File: config.mk
export PLATFORM = sky130hd
export DESIGN_NAME = pair_exec_unit
export DESIGN_NICKNAME = d
export VERILOG_FILES = /design/src/pair_exec_pkg.sv /design/src/pair_exec_unit.sv /design/src/ext_reg_file.sv
export SDC_FILE = /design/constraint.sdc
export NUM_CORES = 2
export LEC_CHECK = 0
export ABC_AREA = 1
export BUFFER_PORTS_ARGS = -buffer_cell sky130_fd_sc_hd__buf_2
export CORE_ASPECT_RATIO = 0.7
export CORE_MARGIN = 2
export CORE_UTILIZATION = 45
export CTS_CLUSTER_DIAMETER = 120
export DETAILED_ROUTE_END_ITERATION = 10
export GPL_ROUTABILITY_DRIVEN = 1
export PLACE_DENSITY = 0.7
export SLEW_MARGIN = 20
export SYNTH_ARGS = -nofsm -noshare
export SYNTH_HDL_FRONTEND = slang
export SYNTH_SLANG_ARGS = --single-unit
File: constraint.sdc
create_clock -name clk_i -period 8.28 [get_ports clk_i]
set_input_delay 1.656 -clock clk_i [delete_from_list [all_inputs] [get_ports clk_i]]
set_output_delay 1.656 -clock clk_i [all_outputs]
set_load 0.05 [all_outputs]
File: src/pair_exec_pkg.sv
/*
  constants, field layouts and command encodings shared by the paired
  and load/store execution unit and its register file.
  assumes a single core clock and a decode stage that has already split
  the instruction word into kind, operation and operand fields.
*/
package pair_exec_pkg;
  localparam int WORD_W = 32;
  localparam int EXT_W = 40;
  localparam int ADDR_W = 24;
  localparam int REG_IDX_W = 3;
  localparam int NUM_REGS = 8;
  localparam int EXP_LSB = 32;
  localparam int EXP_W = 8;
  localparam int MEM_MAN_W = 24;
  localparam int PAD_W = 8;
  localparam int LANE_W = 2;
  localparam int SRC_OPS = 4;
  localparam int REG_SRCS = 2;
  // write lanes of an extended register: exponent byte and low word
  localparam logic [1:0] LANE_EXP = 2'h2;
  localparam logic [1:0] LANE_LOW = 2'h1;
  localparam logic [1:0] LANE_ALL = 2'h3;
  // fixed destination bases for the multiply/add pair
  localparam logic [2:0] MUL_DST_BASE = 3'h0;
  localparam logic [2:0] ADD_DST_BASE = 3'h2;
  localparam logic [23:0] SP_RESET = 24'h000000;
  localparam logic [23:0] ADDR_ONE = 24'h000001;

  typedef enum logic [1:0] {
    DISP_ZERO,
    DISP_ONE,
    DISP_INDEX_REG_ZERO,
    DISP_INDEX_REG_ONE
  } disp_t;

  typedef enum logic [3:0] {
    KIND_NONE,
    KIND_LOAD,
    KIND_LOAD_EXP,
    KIND_LOAD_MAN,
    KIND_LOAD_COND,
    KIND_STORE,
    KIND_PUSH,
    KIND_POP,
    KIND_PAIR_ARITH_STORE,
    KIND_PAIR_STORE_STORE,
    KIND_PAIR_LOAD,
    KIND_PAIR_MUL_ADD
  } kind_t;

  typedef enum logic [3:0] {
    ALU_ADD,
    ALU_SUB,
    ALU_MUL,
    ALU_AND,
    ALU_OR,
    ALU_XOR,
    ALU_NEG,
    ALU_NOT,
    ALU_ABS,
    ALU_PASS
  } alu_t;
endpackage

File: src/pair_exec_unit.sv
/*
  execution unit for paired instructions and the load/store/stack group.
  assumes a decoded instruction is offered on instr_valid_i while busy_o is
  low, and data memory answers a read one cycle after mem_rd_o.
*/
`timescale 1ns/1ps
module pair_exec_unit (
  input wire logic clk_i,
  input wire logic nrst_i,
  input wire logic instr_valid_i,
  input wire logic [3:0] kind_i,
  input wire logic [3:0] alu_i,
  input wire logic float_i,
  input wire logic subtract_i,
  input wire logic [2:0] reg_a_i,
  input wire logic [2:0] reg_b_i,
  input wire logic [2:0] dst_reg_i,
  input wire logic mul_dst_i,
  input wire logic add_dst_i,
  input wire logic [3:0] src_mode_i,
  input wire logic [23:0] ar_a_i,
  input wire logic [1:0] disp_a_i,
  input wire logic [23:0] ar_b_i,
  input wire logic [1:0] disp_b_i,
  input wire logic [23:0] index_reg_zero_i,
  input wire logic [23:0] index_reg_one_i,
  input wire logic cond_true_i,
  input wire logic [2:0] peek_idx_i,
  output logic [39:0] peek_data_o,
  output logic busy_o,
  output logic done_o,
  output logic illegal_o,
  output logic mem_rd_o,
  output logic [23:0] mem_addr_a_o,
  output logic [23:0] mem_addr_b_o,
  input wire logic [31:0] mem_rdata_a_i,
  input wire logic [31:0] mem_rdata_b_i,
  output logic mem_wr_a_o,
  output logic mem_wr_b_o,
  output logic [31:0] mem_wdata_a_o,
  output logic [31:0] mem_wdata_b_o,
  output logic [23:0] sp_o
);
  localparam int WW = pair_exec_pkg::WORD_W;
  localparam int XW = pair_exec_pkg::EXT_W;
  localparam int AW = pair_exec_pkg::ADDR_W;
  localparam int RW = pair_exec_pkg::REG_IDX_W;
  localparam int EW = pair_exec_pkg::EXP_W;
  localparam int MW = pair_exec_pkg::MEM_MAN_W;
  localparam int PW = pair_exec_pkg::PAD_W;
  localparam int EL = pair_exec_pkg::EXP_LSB;
  localparam int SW = pair_exec_pkg::SRC_OPS;
  localparam int NP = 3;

  typedef enum logic [1:0] {
    S_IDLE,
    S_FETCH,
    S_EXEC
  } state_t;

  // effective address of an indirect operand; only four displacements
  function automatic logic [AW-1:0] eff_addr(
    input logic [AW-1:0] base,
    input logic [1:0] disp,
    input logic [AW-1:0] ix0,
    input logic [AW-1:0] ix1
  );
    logic [AW-1:0] off;
    off = '0;
    case (pair_exec_pkg::disp_t'(disp))
      pair_exec_pkg::DISP_ZERO: off = '0;
      pair_exec_pkg::DISP_ONE: off = pair_exec_pkg::ADDR_ONE;
      pair_exec_pkg::DISP_INDEX_REG_ZERO: off = ix0;
      pair_exec_pkg::DISP_INDEX_REG_ONE: off = ix1;
      default: off = '0;
    endcase
    return base + off;
  endfunction

  // memory word to register image: float splits exponent and mantissa
  function automatic logic [XW-1:0] load_value(
    input logic as_float,
    input logic [WW-1:0] w
  );
    if (as_float)
      return {w[WW-1 -: EW], w[MW-1:0], {PW{1'b0}}};
    return {{EW{1'b0}}, w};
  endfunction

  // integer loads leave the exponent byte alone
  function automatic logic [1:0] load_lanes(input logic as_float);
    return as_float ? pair_exec_pkg::LANE_ALL : pair_exec_pkg::LANE_LOW;
  endfunction

  // register image to memory word; float drops the mantissa pad bits
  function automatic logic [WW-1:0] store_word(
    input logic as_float,
    input logic [XW-1:0] r
  );
    if (as_float)
      return {r[XW-1 -: EW], r[EL-1 -: MW]};
    return r[WW-1:0];
  endfunction

  // float forms share this integer datapath on the low word; a true
  // float unit is left outside this block to keep it small
  function automatic logic [WW-1:0] alu_op(
    input pair_exec_pkg::alu_t op,
    input logic [WW-1:0] a,
    input logic [WW-1:0] b
  );
    logic [WW-1:0] y;
    y = b;
    case (op)
      pair_exec_pkg::ALU_ADD: y = a + b;
      pair_exec_pkg::ALU_SUB: y = a - b;
      pair_exec_pkg::ALU_MUL: y = a * b;
      pair_exec_pkg::ALU_AND: y = a & b;
      pair_exec_pkg::ALU_OR: y = a | b;
      pair_exec_pkg::ALU_XOR: y = a ^ b;
      pair_exec_pkg::ALU_NEG: y = -b;
      pair_exec_pkg::ALU_NOT: y = ~b;
      pair_exec_pkg::ALU_ABS: y = b[WW-1] ? -b : b;
      default: y = b;
    endcase
    return y;
  endfunction

  // register-mode sources take port a then b, indirect ones memory a then b
  function automatic logic [WW-1:0] pick_op(
    input logic [SW-1:0] mode,
    input int pos,
    input logic [WW-1:0] ra,
    input logic [WW-1:0] rb,
    input logic [WW-1:0] ma,
    input logic [WW-1:0] mb
  );
    logic first;
    first = 1'b1;
    for (int j = 0; j < SW; j++)
      if (j < pos && mode[j] == mode[pos])
        first = 1'b0;
    if (mode[pos])
      return first ? ra : rb;
    return first ? ma : mb;
  endfunction

  // store and push forms need no memory read
  function automatic logic reads_memory(input pair_exec_pkg::kind_t k);
    case (k)
      pair_exec_pkg::KIND_STORE,
      pair_exec_pkg::KIND_PUSH,
      pair_exec_pkg::KIND_PAIR_STORE_STORE,
      pair_exec_pkg::KIND_NONE: return 1'b0;
      default: return 1'b1;
    endcase
  endfunction

  state_t state_r, state_nxt;
  pair_exec_pkg::kind_t kind_r, kind_nxt, kind_in;
  pair_exec_pkg::alu_t alu_r, alu_nxt;
  logic float_r, float_nxt, sub_r, sub_nxt, cond_r, cond_nxt;
  logic mul_dst_r, mul_dst_nxt, add_dst_r, add_dst_nxt;
  logic [RW-1:0] reg_a_r, reg_a_nxt, reg_b_r, reg_b_nxt, dst_r, dst_nxt;
  logic [SW-1:0] mode_r, mode_nxt;
  logic [AW-1:0] addr_a_r, addr_a_nxt, addr_b_r, addr_b_nxt;
  logic [AW-1:0] sp_r, sp_nxt;
  logic [WW-1:0] wdata_a_r, wdata_a_nxt, wdata_b_r, wdata_b_nxt;
  logic mem_rd_r, mem_rd_nxt, mem_wr_a_r, mem_wr_a_nxt;
  logic mem_wr_b_r, mem_wr_b_nxt;
  logic busy_r, busy_nxt, done_r, done_nxt, illegal_r, illegal_nxt;
  logic wr_a_en, wr_b_en;
  logic [RW-1:0] wr_a_idx, wr_b_idx;
  logic [1:0] wr_a_lane, wr_b_lane;
  logic [XW-1:0] wr_a_data, wr_b_data, ra_full, rb_full;
  logic [NP*XW-1:0] rd_data;
  logic [WW-1:0] ra_word, rb_word, mul_a, mul_b, add_a, add_b;
  logic [WW-1:0] product, sum;

  assign kind_in = pair_exec_pkg::kind_t'(kind_i);

  // sources are read from registered ports a cycle before the commit edge,
  // so a half reading a register sees it from before the other half writes
  ext_reg_file #(
    .RD_PORTS(NP)
  ) u_ext_reg_file (
    .clk_i(clk_i),
    .nrst_i(nrst_i),
    .rd_idx_i({peek_idx_i, reg_b_r, reg_a_r}),
    .rd_data_o(rd_data),
    .wr_a_en_i(wr_a_en),
    .wr_a_idx_i(wr_a_idx),
    .wr_a_lane_i(wr_a_lane),
    .wr_a_data_i(wr_a_data),
    .wr_b_en_i(wr_b_en),
    .wr_b_idx_i(wr_b_idx),
    .wr_b_lane_i(wr_b_lane),
    .wr_b_data_i(wr_b_data)
  );

  // operand words of both halves
  assign ra_full = rd_data[0 +: XW];
  assign rb_full = rd_data[XW +: XW];
  assign ra_word = ra_full[WW-1:0];
  assign rb_word = rb_full[WW-1:0];
  assign mul_a = pick_op(mode_r, 0, ra_word, rb_word,
    mem_rdata_a_i, mem_rdata_b_i);
  assign mul_b = pick_op(mode_r, 1, ra_word, rb_word,
    mem_rdata_a_i, mem_rdata_b_i);
  assign add_a = pick_op(mode_r, 2, ra_word, rb_word,
    mem_rdata_a_i, mem_rdata_b_i);
  assign add_b = pick_op(mode_r, 3, ra_word, rb_word,
    mem_rdata_a_i, mem_rdata_b_i);
  assign product = alu_op(pair_exec_pkg::ALU_MUL, mul_a, mul_b);
  assign sum = sub_r ? add_a - add_b : add_a + add_b;

  // take, fetch, then execute and commit every result on one edge
  always_comb
  begin
    state_nxt = state_r;
    kind_nxt = kind_r;
    alu_nxt = alu_r;
    float_nxt = float_r;
    sub_nxt = sub_r;
    cond_nxt = cond_r;
    mul_dst_nxt = mul_dst_r;
    add_dst_nxt = add_dst_r;
    reg_a_nxt = reg_a_r;
    reg_b_nxt = reg_b_r;
    dst_nxt = dst_r;
    mode_nxt = mode_r;
    addr_a_nxt = addr_a_r;
    addr_b_nxt = addr_b_r;
    sp_nxt = sp_r;
    wdata_a_nxt = wdata_a_r;
    wdata_b_nxt = wdata_b_r;
    mem_rd_nxt = 1'b0;
    mem_wr_a_nxt = 1'b0;
    mem_wr_b_nxt = 1'b0;
    busy_nxt = busy_r;
    done_nxt = 1'b0;
    illegal_nxt = 1'b0;
    wr_a_en = 1'b0;
    wr_a_idx = dst_r;
    wr_a_lane = load_lanes(float_r);
    wr_a_data = load_value(float_r, mem_rdata_a_i);
    wr_b_en = 1'b0;
    wr_b_idx = reg_b_r;
    wr_b_lane = load_lanes(float_r);
    wr_b_data = load_value(float_r, mem_rdata_b_i);
    case (state_r)
      S_IDLE:
        if (instr_valid_i)
        begin
          kind_nxt = kind_in;
          alu_nxt = pair_exec_pkg::alu_t'(alu_i);
          float_nxt = float_i;
          sub_nxt = subtract_i;
          cond_nxt = cond_true_i;
          mul_dst_nxt = mul_dst_i;
          add_dst_nxt = add_dst_i;
          reg_a_nxt = reg_a_i;
          reg_b_nxt = reg_b_i;
          dst_nxt = dst_reg_i;
          mode_nxt = src_mode_i;
          addr_a_nxt = eff_addr(ar_a_i, disp_a_i,
            index_reg_zero_i, index_reg_one_i);
          addr_b_nxt = eff_addr(ar_b_i, disp_b_i,
            index_reg_zero_i, index_reg_one_i);
          // a wrong mix of source modes is refused without going busy
          if (kind_in == pair_exec_pkg::KIND_PAIR_MUL_ADD &&
            $countones(src_mode_i) != pair_exec_pkg::REG_SRCS)
            illegal_nxt = 1'b1;
          else
          begin
            state_nxt = S_FETCH;
            busy_nxt = 1'b1;
            mem_rd_nxt = reads_memory(kind_in);
            if (kind_in == pair_exec_pkg::KIND_POP)
              addr_a_nxt = sp_r;
          end
        end
      S_FETCH:
        state_nxt = S_EXEC;
      S_EXEC:
      begin
        // both halves commit together on this edge
        state_nxt = S_IDLE;
        busy_nxt = 1'b0;
        done_nxt = 1'b1;
        case (kind_r)
          pair_exec_pkg::KIND_LOAD:
            wr_a_en = 1'b1;
          pair_exec_pkg::KIND_LOAD_EXP:
          begin
            wr_a_en = 1'b1;
            wr_a_lane = pair_exec_pkg::LANE_EXP;
            wr_a_data = load_value(1'b1, mem_rdata_a_i);
          end
          pair_exec_pkg::KIND_LOAD_MAN:
          begin
            wr_a_en = 1'b1;
            wr_a_lane = pair_exec_pkg::LANE_LOW;
            wr_a_data = load_value(1'b1, mem_rdata_a_i);
          end
          pair_exec_pkg::KIND_LOAD_COND:
            wr_a_en = cond_r;
          pair_exec_pkg::KIND_STORE:
          begin
            mem_wr_a_nxt = 1'b1;
            wdata_a_nxt = store_word(float_r, ra_full);
          end
          pair_exec_pkg::KIND_PUSH:
          begin
            // stack grows upward: step first, then write the new top
            sp_nxt = sp_r + pair_exec_pkg::ADDR_ONE;
            addr_a_nxt = sp_r + pair_exec_pkg::ADDR_ONE;
            mem_wr_a_nxt = 1'b1;
            wdata_a_nxt = store_word(float_r, ra_full);
          end
          pair_exec_pkg::KIND_POP:
          begin
            wr_a_en = 1'b1;
            sp_nxt = sp_r - pair_exec_pkg::ADDR_ONE;
          end
          pair_exec_pkg::KIND_PAIR_ARITH_STORE:
          begin
            wr_a_en = 1'b1;
            if (alu_r != pair_exec_pkg::ALU_PASS)
            begin
              wr_a_lane = pair_exec_pkg::LANE_LOW;
              wr_a_data = {{EW{1'b0}}, alu_op(alu_r, ra_word, mem_rdata_a_i)};
            end
            mem_wr_b_nxt = 1'b1;
            wdata_b_nxt = store_word(float_r, rb_full);
          end
          pair_exec_pkg::KIND_PAIR_STORE_STORE:
          begin
            mem_wr_a_nxt = 1'b1;
            wdata_a_nxt = store_word(float_r, ra_full);
            mem_wr_b_nxt = 1'b1;
            wdata_b_nxt = store_word(float_r, rb_full);
          end
          pair_exec_pkg::KIND_PAIR_LOAD:
          begin
            wr_a_en = 1'b1;
            wr_b_en = 1'b1;
          end
          pair_exec_pkg::KIND_PAIR_MUL_ADD:
          begin
            wr_a_en = 1'b1;
            wr_a_idx = pair_exec_pkg::MUL_DST_BASE | RW'(mul_dst_r);
            wr_a_lane = pair_exec_pkg::LANE_LOW;
            wr_a_data = {{EW{1'b0}}, product};
            wr_b_en = 1'b1;
            wr_b_idx = pair_exec_pkg::ADD_DST_BASE | RW'(add_dst_r);
            wr_b_lane = pair_exec_pkg::LANE_LOW;
            wr_b_data = {{EW{1'b0}}, sum};
          end
          default:
            done_nxt = 1'b1;
        endcase
      end
      default:
        state_nxt = S_IDLE;
    endcase
  end

  // state registers only
  always_ff @(posedge clk_i or negedge nrst_i)
  begin
    if (!nrst_i)
    begin
      state_r <= S_IDLE;
      kind_r <= pair_exec_pkg::KIND_NONE;
      alu_r <= pair_exec_pkg::ALU_PASS;
      float_r <= 1'b0;
      sub_r <= 1'b0;
      cond_r <= 1'b0;
      mul_dst_r <= 1'b0;
      add_dst_r <= 1'b0;
      reg_a_r <= '0;
      reg_b_r <= '0;
      dst_r <= '0;
      mode_r <= '0;
      addr_a_r <= '0;
      addr_b_r <= '0;
      sp_r <= pair_exec_pkg::SP_RESET;
      wdata_a_r <= '0;
      wdata_b_r <= '0;
      mem_rd_r <= 1'b0;
      mem_wr_a_r <= 1'b0;
      mem_wr_b_r <= 1'b0;
      busy_r <= 1'b0;
      done_r <= 1'b0;
      illegal_r <= 1'b0;
    end
    else
    begin
      state_r <= state_nxt;
      kind_r <= kind_nxt;
      alu_r <= alu_nxt;
      float_r <= float_nxt;
      sub_r <= sub_nxt;
      cond_r <= cond_nxt;
      mul_dst_r <= mul_dst_nxt;
      add_dst_r <= add_dst_nxt;
      reg_a_r <= reg_a_nxt;
      reg_b_r <= reg_b_nxt;
      dst_r <= dst_nxt;
      mode_r <= mode_nxt;
      addr_a_r <= addr_a_nxt;
      addr_b_r <= addr_b_nxt;
      sp_r <= sp_nxt;
      wdata_a_r <= wdata_a_nxt;
      wdata_b_r <= wdata_b_nxt;
      mem_rd_r <= mem_rd_nxt;
      mem_wr_a_r <= mem_wr_a_nxt;
      mem_wr_b_r <= mem_wr_b_nxt;
      busy_r <= busy_nxt;
      done_r <= done_nxt;
      illegal_r <= illegal_nxt;
    end
  end

  // every output is a flop; the peek port is the file's registered read
  assign peek_data_o = rd_data[2*XW +: XW];
  assign busy_o = busy_r;
  assign done_o = done_r;
  assign illegal_o = illegal_r;
  assign mem_rd_o = mem_rd_r;
  assign mem_addr_a_o = addr_a_r;
  assign mem_addr_b_o = addr_b_r;
  assign mem_wr_a_o = mem_wr_a_r;
  assign mem_wr_b_o = mem_wr_b_r;
  assign mem_wdata_a_o = wdata_a_r;
  assign mem_wdata_b_o = wdata_b_r;
  assign sp_o = sp_r;
endmodule // pair_exec_unit

File: src/ext_reg_file.sv
/*
  eight extended-precision registers with registered read ports and two
  lane-masked write ports.
  assumes writes are committed on one edge; port b wins a same-index clash.
*/
`timescale 1ns/1ps
module ext_reg_file #(
  parameter int RD_PORTS = 3
) (
  input wire logic clk_i,
  input wire logic nrst_i,
  input wire logic [RD_PORTS*3-1:0] rd_idx_i,
  output logic [RD_PORTS*40-1:0] rd_data_o,
  input wire logic wr_a_en_i,
  input wire logic [2:0] wr_a_idx_i,
  input wire logic [1:0] wr_a_lane_i,
  input wire logic [39:0] wr_a_data_i,
  input wire logic wr_b_en_i,
  input wire logic [2:0] wr_b_idx_i,
  input wire logic [1:0] wr_b_lane_i,
  input wire logic [39:0] wr_b_data_i
);
  localparam int W = pair_exec_pkg::EXT_W;
  localparam int E = pair_exec_pkg::EXP_LSB;
  logic [W-1:0] regs_r [pair_exec_pkg::NUM_REGS];
  logic [W-1:0] regs_nxt [pair_exec_pkg::NUM_REGS];

  // lane-masked update; port b last so it wins a clash
  always_comb
  begin
    for (int i = 0; i < pair_exec_pkg::NUM_REGS; i++)
    begin
      regs_nxt[i] = regs_r[i];
      if (wr_a_en_i && wr_a_idx_i == 3'(i))
      begin
        if (wr_a_lane_i[1]) regs_nxt[i][W-1:E] = wr_a_data_i[W-1:E];
        if (wr_a_lane_i[0]) regs_nxt[i][E-1:0] = wr_a_data_i[E-1:0];
      end
      if (wr_b_en_i && wr_b_idx_i == 3'(i))
      begin
        if (wr_b_lane_i[1]) regs_nxt[i][W-1:E] = wr_b_data_i[W-1:E];
        if (wr_b_lane_i[0]) regs_nxt[i][E-1:0] = wr_b_data_i[E-1:0];
      end
    end
  end

  always_ff @(posedge clk_i or negedge nrst_i)
  begin
    if (!nrst_i)
      for (int i = 0; i < pair_exec_pkg::NUM_REGS; i++)
        regs_r[i] <= '0;
    else
      regs_r <= regs_nxt;
  end

  // read data registered; a read sees the value before this edge's write
  genvar p;
  generate
    for (p = 0; p < RD_PORTS; p++)
    begin : g_rd
      logic [W-1:0] rd_r;
      always_ff @(posedge clk_i or negedge nrst_i)
      begin
        if (!nrst_i)
          rd_r <= '0;
        else
          rd_r <= regs_r[rd_idx_i[p*3 +: 3]];
      end
      assign rd_data_o[p*W +: W] = rd_r;
    end
  endgenerate
endmodule // ext_reg_file

* Yosys cells after proc, flatten, opt, wreduce, memory -nomap -nowiden
Cells that the tools add are included.
** Storage, ports and cells
- RAM bits :: 0
- Register bits after elaboration :: 610
- Memory bits (read-only) :: 0
- Memories kept :: 0
- Bits in latches :: 0
** Cells by class
- Divide/modulo/power cells :: 0
- $mul :: 2
- Add/subtract/negate cells :: 12
- Reductions and logical operators :: 41
- Magnitude comparators :: 3
- Shifts and indexed selects :: 0
- Bitwise operators :: 7
- Multiplexer cells :: 160
- Equality and inequality tests :: 57
** Operators by type and width (count)
- 40-bit two-way mux :: 32
- 32-bit two-way mux :: 39
- 40-bit binary-select mux with 3-bit select :: 3
- 32-bit one-hot mux with 9 select lines :: 1
- 24-bit two-way mux :: 8
- 24-bit one-hot mux with 4 select lines :: 2
- 40-bit one-hot mux with 4 select lines :: 1
- 8-bit two-way mux :: 16
- 24-bit one-hot mux with 2 select lines :: 2
- 32-bit one-hot mux with 3 select lines :: 1
- 32-bit adder :: 2
- 32-bit by 32-bit multiplier with 32-bit output :: 2
- 32-bit one-hot mux with 2 select lines :: 1
- 32-bit subtractor :: 2
- 24-bit adder :: 2
- 4-bit by 3-bit == test with 1-bit output, second input constant :: 11
- 1-bit two-way mux :: 39
- 32-bit bitwise AND :: 1
- 32-bit negator :: 1
- 32-bit NOT :: 1
- 32-bit OR :: 1
- 32-bit XOR :: 1
- 4-bit == test, second input constant :: 7
- 24-bit by 1-bit adder with 24-bit output, second input constant :: 1
- 34 further kinds :: 105

* Longest topological paths before layout
- Depth in word-level cells :: 13
- Mapped depth :: 43
- Gate-level depth less buffers :: 40

* Modules after synthesis
A second synthesis with hierarchy kept.
** Second synthesis, totals
- Cells, all modules :: 13060
- Area, all modules :: 86774.5 um^2
** By module, submodules not included
- pair_exec_unit :: instances 1, cells an instance 8499, area an instance 57393.8 um^2
- ext_reg_file :: instances 1, cells an instance 4561, area an instance 29380.7 um^2

* Least setup slack after synthesis
Ideal clock, no wire load.
- Kind :: input -> register
- Start :: input mem_rdata_a_i[4]
- End :: register u_ext_reg_file.regs_r[29] in the netlist's numbering
- Required time :: 8159 ps
- Stages :: 40
- Path slack :: -527 ps
- Arrival time :: 8685 ps
- Library setup time :: 121 ps
- Buffers on the path :: 3
- Cells stage by stage :: buf_1 > nand2_1 > nand3_1 > and2_1 > clkbuf_1 > clkbuf_1 > nand2_1 > fa_1 > inv_1 > fa_1 > inv_1 > fa_1 > inv_1 > fa_1 > fa_1 > inv_1 > fa_1 > inv_1 > [... 4 more ...] > ha_1 > nand2_1 > nor2_1 > inv_1 > nor2_1 > nand3_1 > nand3_1 > nand2_1 > nand2_1 > nand2_1 > nand2_1 > a21oi_1 > o21ai_0 > o211ai_1 > inv_1 > nand2_1 > nand3_1 > nand2_1
** On the way
- Longest elaborated chain between the ends :: 10
- Elaborated cells on any way between the ends :: 26
- Those cells by class :: add/sub (5); mul (2); mux (19)
** Ends and longest elaborated chain
- start, declared :: line pair_exec_unit.sv:36 : input wire logic [31:0] mem_rdata_a_i,
- parallel branches: the longest is 9 deep, another holds 32-bit by 32-bit multiplier with 32-bit output
- 40-bit two-way mux (*) :: line ext_reg_file.sv:39 : if (wr_b_en_i && wr_b_idx_i == 3'(i))
- end signal, assigned :: line ext_reg_file.sv:53 : regs_r <= regs_nxt;
- end, declared :: line ext_reg_file.sv:25 : logic [W-1:0] regs_r [pair_exec_pkg::NUM_REGS];
Mark *: on every way between the ends.
A chain may end at the register's enable or synchronous reset.

* Worst setup path after layout
- Start :: input mem_rdata_a_i[5]
- End :: register u_ext_reg_file.regs_r[111] in the netlist's numbering
The elaborated chain is that of the path after synthesis.

==> results.md <==
- Detailed Route Iter0 Violations: 14400
- Synth top area cells: fa_1 20%, dfrtp_1 18%, nand2_1 13%
- Fill cells: 17300
- Critical Path Start Type: input pin
- Final worst path period need: 8.38 ns
- Commonest cells after routing, fill and taps aside: 2647 x nand2_1, 1915 x inv_1, 979 x buf_4
- Fmax: 119 MHz
- Max Slew Vio Count: 0
- Syn Area/Cell: 6.93 um2
- Post-synth EDFFs: 0
- ANT nets after route: 0
- Gr usage total: 47.0%
- CTS HTree Levels: 3
- CP max stage cell: nand3_4
- Clock root buffer: clkbuf_16
- CP Data Required Time: 8.84 ns
- Pre-antenna DRT Iters: 8
- Layout cells sized above 1: 18.2%
- FP Rows: 131
- Chip Height: 362 um
- Synth top area share: 20.0%
- Final hold viol count: 0
- Area leader, netlist: fa_1
- Max Root-Sink Buffers: 3
- Overall routed net length: 448 mm
- WL/cell: 29.3 um
- Most common cell after layout, fill and taps aside: nand2_1
- Final WS setup: -0.102 ns
- Clk slew on worst S/H paths: 0.06 ns
- Pin count of the biggest net entering global routing: 163
- CTS sink count: 610
- Critical Path AT: 8.94 ns
- Post-synth ARST share: 100%
- Max-Cap Viols: 0
- Hold_buf cts: 0
- Slew @ Worst Pin: 1.33 ns
- FF+latch count, synth: 610
- Syn nets: 13300
- Crit share post-route: 101%
- Die Width: 515 um
- Grt total ovfl: 0
- Worst relative slew slack: 11.6%
- # setup viols final: 33
- Failing checks: setup timing
- Setup Crit Path Kind: input pin to flip-flop
- Routed vias/inst: 6.12
- Outcome: finished with violations
- Worst path most repeated cell: buf_4
- Hold WC Path Type: flip-flop to flip-flop
- Max incr delay on CP: 0.20 ns
- Initial Util: 45.3%
- Number of CTS-inserted buffers: 72
- Core Box Area: 182000 um2
- Yosys warnings: 0
- RSZ-0062 raised after global routing: yes
- DRC Markers: 0
- CP Max Fanout: 8
- Vias after detailed routing: 93400
- Nets: 14200
- First-pass GRT wire length: 634 mm
- Worst-Skew Late Latency: 0.70 ns
- Primary FF master, synth: dfrtp_1
- Final Wtd Congestion: 1.09
- Initial antenna violation count: 37
- Fin Clk Skew: 0.0443 ns
- Mapped Cells: 11900
- Vias in the first global route: 88700
- Post-synthesis sequential area ratio: 18.5%
- Synth Cell Area: 82400 um2
- Boundary Pins: 378
- Die area: 187000 um2
- Synth cell types: 77
- Core Util, Final: 55.2%
- # port buffers: 377
- DP HPWL: 345 mm
- Worst Setup End Kind: flip-flop
- CTS tree: done
- Syn-to-layout area delta: 21.9%
[sequential cells by signal, indices dropped and copies added (netlist names), 2 cells and up]
name                      count
reg_a_r                       3
alu_r                         4
u_ext_reg_file.g_rd.rd_r    120
mem_addr_a_o                 24
mem_wdata_b_o                32
mem_wdata_a_o                32
mem_addr_b_o                 24
u_ext_reg_file.regs_r       320
sp_o                         24
reg_b_r                       3
kind_r                        4
state_r                       2
dst_r                         3
mode_r                        4
[critical path, delay by kind of cell]
kind / cells / cell delay, ns
buffers and inverters: 45 / 5.62
and+or+nand+nor: 18 / 1.40
AOI/OAI and AO/OA: 2 / 0.23
[cells in the mapped netlist (23+ instances only)]
master,number
nand3_1,513
clkinv_1,34
xnor2_1,42
a22oi_1,79
o21ai_1,68
nor2_1,835
buf_2,74
a31oi_1,227
o2111ai_1,27
inv_1,1998
nand4_1,56
o22ai_1,80
o21ai_0,1021
clkbuf_1,493
ha_1,425
dfrtp_1,608
xor2_1,95
o21bai_1,23
o211ai_1,118
o32ai_1,51
buf_4,52
nor3_1,62
or2_2,40
a21oi_1,826
inv_2,49
nand2_1,2752
buf_1,93
fa_1,821
o221ai_1,56
[cell type report]
cell class	count	area, um2	share of cell area [%]
Timing Repair Buffer	1555	13100	13.0
Antenna cell	21	52.6	0.0523
Multi-Input combinational cell	8473	58600	58.4
Sequential cell	610	15300	15.2
Inverter	2082	7890	7.85
Tap cell	2394	3000	2.98
Clock buffer	104	2060	2.06
Clock inverter	27	434	0.432
[timing repair]
item,CTS,global route
pin swaps,109,191
gates resized for setup,355,443
cloned,3,2
endpoints found under the setup margin,142,176
buffers inserted,118,47
[final timing paths]
path / end / slack, ns / cells after the start / startpoint
hold reg to reg: state_r[1] / 0.43 / 1 / state_r[1]
setup / recovery: u_ext_reg_file.regs_r[111] / -0.10 / 65 / mem_rdata_a_i[5]
hold / removal: state_r[1] / 0.43 / 1 / state_r[1]
min in group asynchronous: u_ext_reg_file.regs_r[101] / 0.98 / 1 / nrst_i
max in group asynchronous: mem_addr_b_o[23] / 5.76 / 2 / nrst_i
setup reg to reg: u_ext_reg_file.regs_r[111] / -0.05 / 37 / u_ext_reg_file.g_rd[0].rd_r[24]
[routing by layer]
metal  vias up  track usage, %  share of wire [%]
li1      39800               -                  -
met1     45200            65.2                 40
met2      7073            63.8                 39
met3      1346            17.7                 15
met4        22            22.1                5.9
met5         -            1.27              0.065
[cell families (layout without fill, tap and decap cells)]
family | Yosys count | after routing | synth area share, %
flops | 610 | 610 | 18.5
buf+inv | 2798 | 3768 | 13.1
other cells | 0 | 21 | 0
compound gates | 2727 | 2727 | 19.0
simple gates | 4360 | 4360 | 21.4
fa+ha+maj | 1246 | 1246 | 26.4
mux | 1 | 1 | 0.0122
xor+xnor | 139 | 139 | 1.51
[through the flow]
stage               area [um2]  TNS (ns)  hold WS [ns]  setup slack (ns)  std cells
floorplan                82600         0         0.401          0.000671      11900
global placement         93500   -163.69         0.412             -1.33      15000
detailed placement       93500   -168.40         0.414             -1.40      15000
CTS                      98300    -0.605         0.429           -0.0988      15200
global route            100000    -17.25         0.449            -0.293      15300
finish                  100000     -1.74         0.427            -0.102      15300
Power is left out: the tool's default activity adds up to more than one toggle a clock period on the data nets, which glitch-free logic cannot reach.
